<file path="config.mk">
export PLATFORM = sky130hd
export DESIGN_NAME = low_low_pressure_trip_voter
export DESIGN_NICKNAME = d
export VERILOG_FILES = /design/src/design/llp_pkg.sv /design/src/design/llp_channel.sv /design/src/design/low_low_pressure_trip_voter.sv
export SDC_FILE = /design/constraint.sdc
export NUM_CORES = 1
export LEC_CHECK = 0
export ABC_AREA = 1
export ABC_CLOCK_PERIOD_IN_PS = 2029
export BUFFER_PORTS_ARGS = -buffer_cell sky130_fd_sc_hd__buf_4
export CORE_UTILIZATION = 47
export DETAILED_ROUTE_END_ITERATION = 6
export GPL_TIMING_DRIVEN = 1
export PLACE_DENSITY = 0.79
export SETUP_SLACK_MARGIN = 0.15
export SYNTH_ARGS = -nofsm -noshare
export SYNTH_HDL_FRONTEND = slang
export SYNTH_SLANG_ARGS = --single-unit
</file>
<file path="constraint.sdc">
create_clock -name clock -period 2.03 [get_ports clock]
set_clock_uncertainty 0.2 [all_clocks]
set_input_delay 0.203 -clock clock [delete_from_list [all_inputs] [get_ports clock]]
set_output_delay 0.203 -clock clock [all_outputs]
set_load 0.01 [all_outputs]
</file>
<file path="src/design/llp_pkg.sv">
package llp_pkg;

  localparam int PRESS_W = 12;
  localparam int NUM_CH = 3;
  // pressure counts are psig, full scale 2500
  localparam logic [PRESS_W-1:0] PRESS_FULL_SCALE = 12'h9c4;
  localparam logic [PRESS_W-1:0] LOW_LOW_TRIP_SETPOINT = 12'h226;
  localparam logic [PRESS_W-1:0] BYPASS_ALLOW_SETPOINT = 12'h37a;
  localparam logic [PRESS_W-1:0] BYPASS_REMOVAL_SETPOINT = 12'h37a;
  localparam int VOTE_NEED = 2;

  typedef enum logic [2:0] {
    BYP_OFF = 3'b001,
    BYP_ARMED = 3'b010,
    BYP_ACTIVE = 3'b100
  } bypass_state_t;

  typedef struct packed {
    logic [NUM_CH-1:0][PRESS_W-1:0] pressure;
    logic building_high_pressure_trip;
    logic [NUM_CH-1:0] bypass_switch;
    logic manual_trip;
    logic manual_reset;
  } field_in_t;

  typedef struct packed {
    logic [NUM_CH-1:0] channel_trip;
    logic [NUM_CH-1:0] bypass_permissive;
    logic [NUM_CH-1:0] bypass_lamp;
    logic bypass_annunciator;
    logic actuate_ch3;
    logic actuate_ch4;
  } field_out_t;

endpackage

</file>
<file path="src/design/llp_channel.sv">
`timescale 1ns/1ps
`default_nettype none
module llp_channel
  import llp_pkg::*;
#(
  parameter logic [PRESS_W-1:0] TRIP_SP = LOW_LOW_TRIP_SETPOINT,
  parameter logic [PRESS_W-1:0] ALLOW_SP = BYPASS_ALLOW_SETPOINT,
  parameter logic [PRESS_W-1:0] REMOVE_SP = BYPASS_REMOVAL_SETPOINT
) (
  // clock and reset
  input wire logic clock,
  input wire logic rstn,
  // sampled pressure and commands
  input wire logic [PRESS_W-1:0] measured_coolant_pressure,
  input wire logic building_high_pressure_trip,
  input wire logic bypass_in_effect,
  input wire logic manual_reset,
  // results
  output logic channel_trip,
  output logic low_low_raw,
  output logic permissive
);
  typedef struct packed {
    logic trip;
  } ch_state_t;

  ch_state_t s_q, s_d;
  logic [PRESS_W-1:0] p_clamped;

  always_comb begin
    // values above full scale are treated as full scale
    p_clamped = (measured_coolant_pressure > PRESS_FULL_SCALE) ?
                PRESS_FULL_SCALE : measured_coolant_pressure;
    low_low_raw = (p_clamped <= TRIP_SP);
    permissive = (p_clamped <= ALLOW_SP) && (p_clamped < REMOVE_SP);
    s_d = s_q;
    // bypass masks only the pressure term, never the building trip
    if ((low_low_raw && !bypass_in_effect) || building_high_pressure_trip) begin
      s_d.trip = 1'b1;
    end else if (manual_reset && !low_low_raw) begin
      s_d.trip = 1'b0;
    end
    channel_trip = s_q.trip;
  end

  always_ff @(posedge clock) begin
    if (!rstn) begin
      s_q <= '0;
    end else begin
      s_q <= s_d;
    end
  end
endmodule
`default_nettype wire

</file>
<file path="src/design/low_low_pressure_trip_voter.sv">
// Notes on behaviour
// - channel trips when its pressure is at or below the low-low setpoint
// - each channel handles its own pressure, span 0 to 2500
// - two of three channel trips actuate output channels 3 and 4
// - building high pressure trip is ORed into each channel trip
// - bypass permissive when pressure is at or below the allow setpoint
// - active bypass clears when pressure reaches the removal setpoint
// - after auto removal, bypass needs a fresh operator request
// - bypass masks only the low-low trip, never building trip
// - three bypass switches; bypass takes effect with two of three operated
// - bypass in effect drives annunciator and switch lamps
// - manual trip pushbutton actuates output channels 3 and 4
// - manual path bypasses the automatic voting entirely
// - actuation is latched, not following momentary trip inputs
`timescale 1ns/1ps
`default_nettype none
module low_low_pressure_trip_voter
  import llp_pkg::*;
(
  // clock and reset
  input wire logic clock,
  input wire logic rstn,
  // field inputs
  input wire field_in_t field_in,
  // field outputs
  output field_out_t field_out
);
  typedef struct packed {
    bypass_state_t byp;
    logic [NUM_CH-1:0] sw_prev;
    logic auto_act;
    logic manual_act;
    field_out_t out;
  } state_t;

  state_t s_q, s_d;
  logic [NUM_CH-1:0] ch_trip;
  logic [NUM_CH-1:0] ch_raw;
  logic [NUM_CH-1:0] ch_perm;
  logic [NUM_CH-1:0] ch_allow;
  logic bypass_in_effect;

  assign bypass_in_effect = (s_q.byp == BYP_ACTIVE);

  for (genvar i = 0; i < NUM_CH; i++) begin : g_ch
    llp_channel u_ch (
      .clock(clock),
      .rstn(rstn),
      .measured_coolant_pressure(field_in.pressure[i]),
      .building_high_pressure_trip(field_in.building_high_pressure_trip),
      .bypass_in_effect(bypass_in_effect),
      .manual_reset(field_in.manual_reset),
      .channel_trip(ch_trip[i]),
      .low_low_raw(ch_raw[i]),
      .permissive(ch_perm[i])
    );
    // shown permissive includes the setpoint itself; arming also needs the removal band
    assign ch_allow[i] = (field_in.pressure[i] <= BYPASS_ALLOW_SETPOINT);
  end

  function automatic logic two_of_three(input logic [NUM_CH-1:0] v);
    logic [1:0] n;
    n = 2'(v[0]) + 2'(v[1]) + 2'(v[2]);
    return n >= 2'(VOTE_NEED);
  endfunction

  logic sw_vote, perm_vote, new_request, any_raw;

  always_comb begin
    s_d = s_q;
    sw_vote = two_of_three(field_in.bypass_switch);
    perm_vote = two_of_three(ch_perm);
    any_raw = |ch_raw;
    // a request is a fresh switch closure so a held switch cannot rebypass
    new_request = sw_vote && !two_of_three(s_q.sw_prev);
    s_d.sw_prev = field_in.bypass_switch;
    case (s_q.byp)
      BYP_OFF: begin
        if (perm_vote) begin
          s_d.byp = BYP_ARMED;
        end
      end
      BYP_ARMED: begin
        if (!perm_vote) begin
          s_d.byp = BYP_OFF;
        end else if (new_request) begin
          s_d.byp = BYP_ACTIVE;
        end
      end
      BYP_ACTIVE: begin
        if (!perm_vote) begin
          s_d.byp = BYP_OFF;
        end
      end
      default: s_d.byp = BYP_OFF;
    endcase
    if (two_of_three(ch_trip)) begin
      s_d.auto_act = 1'b1;
    end else if (field_in.manual_reset && !any_raw) begin
      s_d.auto_act = 1'b0;
    end
    // manual path sees only the pushbuttons, not the voter
    if (field_in.manual_trip) begin
      s_d.manual_act = 1'b1;
    end else if (field_in.manual_reset) begin
      s_d.manual_act = 1'b0;
    end
    s_d.out.channel_trip = ch_trip;
    s_d.out.bypass_permissive = ch_allow;
    s_d.out.bypass_annunciator = (s_d.byp == BYP_ACTIVE);
    s_d.out.bypass_lamp = {NUM_CH{s_d.byp == BYP_ACTIVE}};
    s_d.out.actuate_ch3 = s_d.auto_act || s_d.manual_act;
    s_d.out.actuate_ch4 = s_d.auto_act || s_d.manual_act;
  end

  always_ff @(posedge clock) begin
    if (!rstn) begin
      s_q <= '{byp: BYP_OFF, default: '0};
    end else begin
      s_q <= s_d;
    end
  end

  assign field_out = s_q.out;
endmodule
`default_nettype wire

</file>
==> run metrics, run 1 <==
status completed; I/O Pins 56; CTS tree done; clock slew at reported path FFs approximately 100 ps; # fillers 215; Switch Pwr 0.234 mW; Rel. slew slack 0.804; grt ovf 0; family with the most delay on the worst path buffers and inverters; Most used DFF post-synth dfxtp_1; yosys warns 0; NumNets Final 296; gpl congestion 0.823; All-Layer GR Usage 0.211; initial antenna violation count 0; CP Max Fanout 2; VDD IR max 379 µV; drt total wl 2800 µm; Core Box Area 2520 µm²; clock power share 0.226; routed wire length per instance 10.1 µm; Reg power frac 0.484; vias in the first global route 1178; CP peak stage delay 550 ps; largest net degree at the start of global routing 11; Pint 0.602 mW; share of cells above drive strength 1 0.336; final period utilization 0.873; Critical Path RT about 2000 ps; worst skew pair latency 300 ps; register area share after synthesis 0.296; Port Buffers 55; syn avg cell area 6.84 µm²; Max Cap Viol 0; Detailed Routing Iterations Pass 1 4; Sink Count 19; depth of the worst register-to-register path 5; dominant cell type by area after synthesis dfxtp_1; CP Data Arrival Time 1800 ps; top cells by area, synth dfxtp_1, nand2_1, inv_1, a21oi_1, buf_4; hpwl dp 2180 µm; switching share of total power 0.280; worst-path cell chain dlygate4sd3_1 -> buf_4 -> ha_1 -> nand2_1 -> inv_1 -> o21ai_0 -> or2_2 -> a21oi_1; via density per instance 4.77; die area ~3000 µm²; Worst Path Buf+Inv 3; min-delay src field_in[27]; Gate power share 0.290; WS Path Type in -> reg; CTS buffer count 3; Fmax approximately 560 MHz; final setup violating endpoints 0; Mapped Nets 236; Post-synth top cells nand2_1, inv_1, a21oi_1, dfxtp_1, nor2_1; initial DRC count 12; antenna viol nets, final 0; reg2reg start s_q[14]; DRC viols 0; most common cell in the netlist nand2_1; Critical Path Source Type input pin; Clock Path Buffers 2; Die Width between 50 and 60 µm; H-Tree Depth 1; P_leak 0.927 nW; clock root cell clkbuf_4; R2R Setup Slk 500 ps; Final min period 1770 ps; number of synthesized flops with an enable pin 0; Worst Setup End Kind flip-flop; DP Area 1650 µm²; RSZ-0062 raised after global routing false; post-synth cell types 31; ANT cells 0; Starting Density 0.510; Die H roughly 54 µm; Syn Inst Count roughly 190; pwr/cell area 465 nW/µm²; Worst Hold Class in -> reg; Max Slew Vio Count 0; first-pass GRT wire length 4560 µm; top cell type's share of synthesized area 0.296; via count 1321; Hold Vio Cnt, Final 0; reg2reg end s_q[19]; Fin Setup TNS 0 ps; Hold EP g_ch[1].u_ch.channel_trip; asr flop ratio synth 0; Final Cell Area 1800 µm²; register bit total from synthesis 19; Post-Syn Area 1290 µm²; Worst Tran Pin Value 293 ps; Worst path slowest cell dlygate4sd3_1; FP Rows 18; Hold Crit Depth 4; Area Overhead vs Synth 39.7%
## placed cells by master, fill, tap and decap left out, types with 2 or more instances in the layout
master	count
buf_4	57
nand2_1	30
inv_1	25
a21oi_1	19
dfxtp_1	19
nor2_1	13
dlygate4sd3_1	11
nand3_1	9
nand2_2	7
nor3_1	6
nand4_1	5
nor2_2	5
o21ai_0	4
inv_2	4
ha_1	4
o211ai_1	3
o21ai_1	3
clkbuf_4	3
nor4_1	2
a21boi_1	2
nand3b_1	2
or2_1	2
nand3_2	2
## per-layer routing
layer	GRT usage	wire, µm	share of wire
met5	0	0	0
met4	0.0983	42	0.015
met3	0.0361	109	0.039
met2	0.358	1380	0.49
met1	0.257	1260	0.45
## power groups by stage
stage / clock network [mW] / registers [mW] / logic [mW]
after detailed placement: 0 / 0.413 / 0.221
final: 0.189 / 0.404 / 0.242
after global placement: 0 / 0.412 / 0.219
after CTS: 0.192 / 0.404 / 0.238
after global routing: 0.217 / 0.408 / 0.272
after floorplan: 0 / 0.410 / 0.121
## timing repair
action | in CTS | in global routing
setup buffers | 0 | 0
setup endpoints to repair | 0 | 3
resized for setup | 0 | 4
hold endpoints to repair | 9 | 0
hold buffers | 11 | 0
## worst reg2reg max path, delay by kind of cell, from the launching register on
kind,cells,cell delay (ps)
compound gates,3,380
fa+ha+maj,1,270
flops,1,310
simple gates,1,300
## stage by stage
stage	hold slack [ps]	total power, mW	std cells	setup WS (ps)	utilization
global placement	194	0.631	262	-13.1	0.653
floorplan	96.5	0.531	188	188	-
global route	11.9	0.896	277	141	0.712
finish	7.21	0.836	277	258	0.712
CTS	1.24	0.834	277	264	0.707
detailed placement	195	0.633	262	-36.8	0.653
## how the worst max path moves through the flow
stage                       startpoint  cells after the start      endpoint
after floorplan           field_in[34]                     12  field_out[2]
after global placement    field_in[39]                     13  field_out[2]
after detailed placement  field_in[39]                     13       s_q[19]
after CTS                 field_in[39]                     13       s_q[19]
after global routing      field_in[39]                     13       s_q[19]
final                      field_in[4]                      8       s_q[19]
## logic make-up after synthesis
family / share of synthesized area
adders and majority gates: 0.0389
buffers and inverters: 0.189
AOI/OAI and AO/OA: 0.158
DFF: 0.296
and+or+nand+nor: 0.319
## area by class of cell
type                    count  area (µm²)  area share
well taps                  30        37.5      0.0209
inverters                  32         139      0.0773
multi-input cells         124         676       0.376
clock buffers               4        26.3      0.0146
flip-flops and latches     19         380       0.212
repair buffers             68         538       0.299
## registers in the layout (all words and copies together) (netlist names)
register,cells
s_q,8
field_out,8
g_ch.u_ch.channel_trip,3
Power figures use the tool's default switching activity.
==> inputs of run 2 (changes only) <==
--- a/config.mk
+++ b/config.mk
@@ -10,7 +10,8 @@
 export BUFFER_PORTS_ARGS = -buffer_cell sky130_fd_sc_hd__buf_4
 export CORE_UTILIZATION = 47
 export DETAILED_ROUTE_END_ITERATION = 6
-export GPL_TIMING_DRIVEN = 1
+export GPL_TIMING_DRIVEN = 0
+export HOLD_SLACK_MARGIN = 0.12
 export PLACE_DENSITY = 0.79
 export SETUP_SLACK_MARGIN = 0.15
 export SYNTH_ARGS = -nofsm -noshare
==> run 2 against run 1 <==
Worst setup slack worse by 180 ps. Sequential cell count stayed put. Register-to-register slack worse by 150 ps. Core utilization increased by 12 points. Largest power group unchanged.
==> run metrics, run 2 (synthesized netlist as in run 1, its figures left out) <==
status completed (unchanged); Port Buffers 54 (was 55); WS Path Type in -> reg (unchanged); CP Data Arrival Time 1930 ps (was 1800 ps); Fmax 513 MHz (was 564 MHz); drt total wl 3930 µm (was 2800 µm); pre-CTS setup slack -196 ps (was -36.8 ps); pwr/cell area 429 nW/µm² (was 465 nW/µm²); R2R Setup Slk 350 ps (was 500 ps); VDD IR max 501 µV (was 379 µV); H-Tree Depth 1 (unchanged); Max Cap Viol 0 (unchanged); Rel. slew slack 0.764 (was 0.804); cell count after placement 272 (was 262); antenna viol nets, final 0 (unchanged); CTS tree done (unchanged); initial DRC count 26 (was 12); Worst Setup End Kind flip-flop (unchanged); first-pass GRT wire length 5820 µm (was 4560 µm); I/O Pins 56 (unchanged); clock root cell clkbuf_4 (unchanged); Critical Path Source Type input pin (unchanged); DP Area 1730 µm² (was 1650 µm²); Area Overhead vs Synth 63.8% (was 39.7%); Die H 54.3 µm (unchanged); RSZ-0062 raised after global routing true (was false); commonest non-fill, non-tap cell in the layout buf_4 (unchanged); Worst Tran Pin Value 352 ps (was 293 ps); Critical Path RT 2010 ps (was 2060 ps); All-Layer GR Usage 0.277 (was 0.211); crit path from field_in[0] (was field_in[4]); Starting Density 0.510 (unchanged); CTS buffer count 3 (unchanged); gpl congestion 0.809 (was 0.823); P_leak 1.07 nW (was 0.927 nW); clock slew at reported path FFs 100 ps (about the same); CP Max Fanout 4 (was 2); Core Box Area 2520 µm² (unchanged); vias in the first global route 1408 (was 1178); min-delay src field_in[21] (was field_in[27]); initial antenna violation count 0 (unchanged); Hold Slack 160 ps (was 7.21 ps); Sink Count 19 (unchanged); final period utilization 0.960 (was 0.873); Max Slew Vio Count 0 (unchanged); FP Rows 18 (unchanged); worst skew pair latency 290 ps (was 300 ps); share of cells above drive strength 1 0.404 (was 0.336); Final WS setup 81.9 ps (was 258 ps); Die Width 54.3 µm (unchanged); Final min period 1950 ps (was 1770 ps); DRC viols 0 (unchanged); ANT cells 0 (unchanged); Hold Vio Cnt, Final 0 (unchanged); Clock Path Buffers 2 (unchanged); Worst Hold Class in -> reg (unchanged); Detailed Routing Iterations Pass 1 4 (unchanged); via density per instance 5.14 (was 4.77); hpwl dp 2280 µm (was 2180 µm); largest net degree at the start of global routing 12 (was 11); most frequent cells in the layout buf_4, nand2_1, dlygate4sd3_1 (was buf_4, nand2_1, inv_1); reg2reg start s_q[18] (was s_q[14]); routed wire length per instance 13.0 µm (was 10.1 µm); via count 1553 (was 1321); die area 2950 µm² (unchanged); Post-Layout Cell Count 302 (was 277); NumNets Final 321 (was 296); grt ovf 0 (unchanged); Final Cell Area 2110 µm² (was 1800 µm²); final setup violating endpoints 0 (unchanged)
==> run 2: cell types whose count changed in the layout (fill, tap and decap cells not counted), moves of 2 or more <==
cell	previous run	this run
nor2_2	5	3
buf_4	57	65
dlygate4sd3_1	11	23
nor2_4	0	2
nand2_4	0	3
nor3_2	0	2
a21oi_1	19	17
nand2_1	30	27
inv_1	25	22
nor3_1	6	4
a21oi_2	1	3
buf_6	0	3
inv_4	0	2
==> run 2: report_power, final <==
part,internal [mW],total [mW],switching [mW]
registers,0.394,0.406,0.0114
clock network,0.0732,0.189,0.116
logic,0.172,0.309,0.137
==> run 2: per-stage QoR <==
stage	utilization	total power [mW]	setup TNS [ps]
3_5_place_dp	0.686	0.647	-664
6_report	0.835	0.905	0
5_1_grt	0.835	0.973	0
4_1_cts	0.791	0.866	0
3_3_place_gp	0.686	0.642	-461
2_1_floorplan	-	0.531	0
==> run 2: final timing paths <==
kind / endpoint / depth (start not counted)
worst min register to register: field_out[11] / 2
worst max register to register: g_ch[1].u_ch.channel_trip / 5
worst min-delay path: field_out[7] / 4
worst max-delay path: g_ch[1].u_ch.channel_trip / 7
==> run 2: critical path: stages <==
cell	delay, ps
dlygate4sd3_1	540
buf_4	110
inv_2	50
or2_4	270
a21oi_2	140
a21oi_1	70
dlygate4sd3_1	550
==> run 2: layout make-up <==
cell class / count / area [µm²]
buffer: 13 / 104
clock buffer: 3 / 22.5
clock inverter: 1 / 5.00
fill: 173 / 415
inverter: 32 / 144
multi-input combinational: 124 / 737
sequential: 19 / 380
tap: 30 / 37.5
timing repair buffer: 80 / 677
==> run 2: timing repair <==
action	in CTS	in global routing
pin swaps	1	10
setup buffers	0	3
hold buffers	23	0
endpoints found under the setup margin	3	7
hold endpoints to repair	18	0
gates resized for setup	1	29
==> run 2: metal layers <==
layer  wire [µm]  up-vias  global-route usage
met5           0        -                   0
li1            -      780                   -
met4         122        0               0.158
met2        2130       56               0.472
met1        1490      703               0.278
met3         193       14               0.125
==> inputs of run 3 (changes only) <==
--- a/config.mk
+++ b/config.mk
@@ -5,10 +5,9 @@
 export SDC_FILE = /design/constraint.sdc
 export NUM_CORES = 1
 export LEC_CHECK = 0
-export ABC_AREA = 1
 export ABC_CLOCK_PERIOD_IN_PS = 2029
 export BUFFER_PORTS_ARGS = -buffer_cell sky130_fd_sc_hd__buf_4
-export CORE_UTILIZATION = 47
+export CORE_UTILIZATION = 45
 export DETAILED_ROUTE_END_ITERATION = 6
 export GPL_TIMING_DRIVEN = 0
 export HOLD_SLACK_MARGIN = 0.12
==> run 3 against run 2 <==
The flow now finishes with violations (negative hold slack). Synthesized cell count is 29% lower. Worst hold slack got worse by 170 ps. Synthesized area down 14%. Largest power group unchanged. Sequential share of layout area increased by 3.6 points. Count of clock-buffer cells in the layout did not move. Fmax grew 8.9%. Cell area down 17%. First-iteration DRC count is 38% lower.
==> run metrics, run 3 <==
status complete, but fails checks (was completed); failing checks negative hold slack; via count 1233 (was 1553); yosys warns 0 (unchanged); Starting Density 0.489 (was 0.510); syn avg cell area 8.36 µm² (was 6.84 µm²); initial antenna violation count 0 (unchanged); asr flop ratio synth 0 (unchanged); hpwl dp 2210 µm (was 2280 µm); Critical Path Source Type input pin (unchanged); Most used DFF post-synth dfxtp_1 (unchanged); P_leak 0.826 nW (was 1.07 nW); most frequent cells in the layout buf_4, dfxtp_1, dlygate4sd3_1 (was buf_4, nand2_1, dlygate4sd3_1); DRC viols 0 (unchanged); Fmax 559 MHz (was 513 MHz); Mapped Nets 181 (was 236); initial DRC count 16 (was 26); first-pass GRT wire length 4520 µm (was 5820 µm); Critical Path RT 2060 ps (was 2010 ps); dominant cell type by area after synthesis dfxtp_1 (unchanged); ANT cells 0 (unchanged); CTS tree done (unchanged); Post-synth top cells dfxtp_1, a21oi_1, buf_4 (was nand2_1, inv_1, a21oi_1, dfxtp_1, nor2_1); Detailed Routing Iterations Pass 1 4 (unchanged); Sink Count 19 (unchanged); pwr/cell area 466 nW/µm² (was 429 nW/µm²); Worst Setup End Kind flip-flop (unchanged); Worst Tran Pin Value 508 ps (was 352 ps); Core Box Area 2280 µm² (was 2520 µm²); clock slew at reported path FFs 110 ps (was 100 ps); final period utilization 0.881 (was 0.960); Port Buffers 55 (was 54); NumNets Final 257 (was 321); post-synth cell types 41 (was 31); Area Overhead vs Synth 57.9% (was 63.8%); clock root cell clkbuf_4 (unchanged); Max Cap Viol 0 (unchanged); Rel. slew slack 0.658 (was 0.764); share of cells above drive strength 1 0.375 (was 0.404); most common cell in the netlist dfxtp_1 (was nand2_1); vias in the first global route 1097 (was 1408); pre-CTS setup slack -102 ps (was -196 ps); Final min period 1790 ps (was 1950 ps); drt total wl 2870 µm (was 3930 µm); CTS Hold Buffers Added 16 (was 23); commonest non-fill, non-tap cell in the layout buf_4 (unchanged); # fillers 172 (was 173); grt ovf 0 (unchanged); Die H 51.7 µm (was 54.3 µm); VDD IR max 575 µV (was 501 µV); Hold Vio Cnt, Final 1 (was 0); H-Tree Depth 1 (unchanged); Max Slew Vio Count 0 (unchanged); Die Width 51.7 µm (was 54.3 µm); CP Data Arrival Time 1820 ps (was 1930 ps); postcts setup bufs 0 (unchanged); FP Rows 17 (was 18); I/O Pins 56 (unchanged); largest net degree at the start of global routing 12 (unchanged); WS Path Type in -> reg (unchanged); Clock Path Buffers 2 (unchanged); die area 2670 µm² (was 2950 µm²); Final WS setup 241 ps (was 81.9 ps); final setup violating endpoints 0 (unchanged); All-Layer GR Usage 0.227 (was 0.277); Worst Hold Class in -> reg (unchanged); number of synthesized flops with an enable pin 0 (unchanged); worst skew pair latency 300 ps (was 290 ps); Hold Slack -10.7 ps (was 160 ps); via density per instance 5.22 (was 5.14); register area share after synthesis 0.342 (was 0.296); RSZ-0062 raised after global routing false (was true); Final Cell Area 1760 µm² (was 2110 µm²); DP Area 1560 µm² (was 1730 µm²); antenna viol nets, final 0 (unchanged); top cells by area, synth dfxtp_1, buf_4, a21oi_1, ha_1, nor2_1 (was dfxtp_1, nand2_1, inv_1, a21oi_1, buf_4); Post-Syn Area 1110 µm² (was 1290 µm²); gpl congestion 0.778 (was 0.809); final core occ 0.772 (was 0.835); Syn Inst Count 133 (was 188); routed wire length per instance 12.2 µm (was 13.0 µm); total power 0.818 mW (was 0.905 mW); top cell type's share of synthesized area 0.342 (was 0.296); CP Max Fanout 2 (was 4); register bit total from synthesis 19 (unchanged); CTS buffer count 3 (unchanged); R2R Setup Slk 320 ps (was 350 ps)
[run 3: cell count changes in the layout (fill, tap and decap cells not counted), moves of 5 or more]
| cell | previous run | this run |
|---|---|---|
| and2_1 | 0 | 6 |
| dlygate4sd3_1 | 23 | 16 |
| inv_2 | 5 | 0 |
| nand2_2 | 7 | 0 |
| nand2_1 | 27 | 8 |
| nand3_1 | 8 | 2 |
| inv_1 | 22 | 6 |
[run 3: repair_timing]
action,4_1_cts,5_1_grt
endpoints found under the setup margin,0,3
resized for setup,0,2
hold endpoints to repair,13,1
[run 3: area by class of cell]
type / count / area [µm²] / area share
multi-input combinational: 94 / 621 / 0.353
sequential: 19 / 380 / 0.217
clock inverter: 1 / 5.00 / 0.00285
inverter: 6 / 22.5 / 0.0128
timing repair buffer: 71 / 573 / 0.326
tap: 28 / 35.0 / 0.0199
buffer: 14 / 97.6 / 0.0556
clock buffer: 3 / 22.5 / 0.0128
[run 3: path summary, 6_finish.rpt]
path / from / end / cells after the start
setup / recovery: field_in[2] / s_q[18] / 8
hold / removal: field_in[13] / field_out[6] / 3
setup reg to reg: s_q[17] / g_ch[1].u_ch.channel_trip / 4
hold reg to reg: s_q[13] / s_q[13] / 2
[run 3: cell families (layout without fill, tap and decap cells)]
group,after synthesis,count (layout),share of synthesized area
AO/OA/AOI/OAI,40,40,0.242
buffers and inverters,20,95,0.108
multiplexers,1,1,0.00900
AND/OR/NAND/NOR,48,48,0.246
flip-flops,19,19,0.342
adder cells (fa/ha/maj),4,4,0.0450
XOR/XNOR,1,1,0.00788
[run 3: where the power goes]
| group | total, mW | switching, mW | internal, mW |
|---|---|---|---|
| clock | 0.194 | 0.121 | 0.0735 |
| sequential | 0.402 | 0.00926 | 0.393 |
| combinational | 0.222 | 0.0874 | 0.134 |
[run 3: worst max-delay path: stages]
cell and delay, ps:
dlygate4sd3_1 550, buf_4 140, ha_1 280, a21oi_1 190
a211oi_2 70, nor2_1 100, mux2i_1 80, nor3b_1 190
[run 3: metal layers]
metal	up-vias	global-route usage	routed length, µm
li1	629	-	-
met1	559	0.254	1210
met2	41	0.429	1470
met3	4	0.0351	149
met4	0	0.0811	37
met5	-	0	0
[run 3: metrics by stage]
step | cells | setup TNS, ps
2_1_floorplan | 133 | 0
3_3_place_gp | 216 | -192
3_5_place_dp | 216 | -279
4_1_cts | 236 | 0
5_1_grt | 236 | 0
6_report | 236 | 0
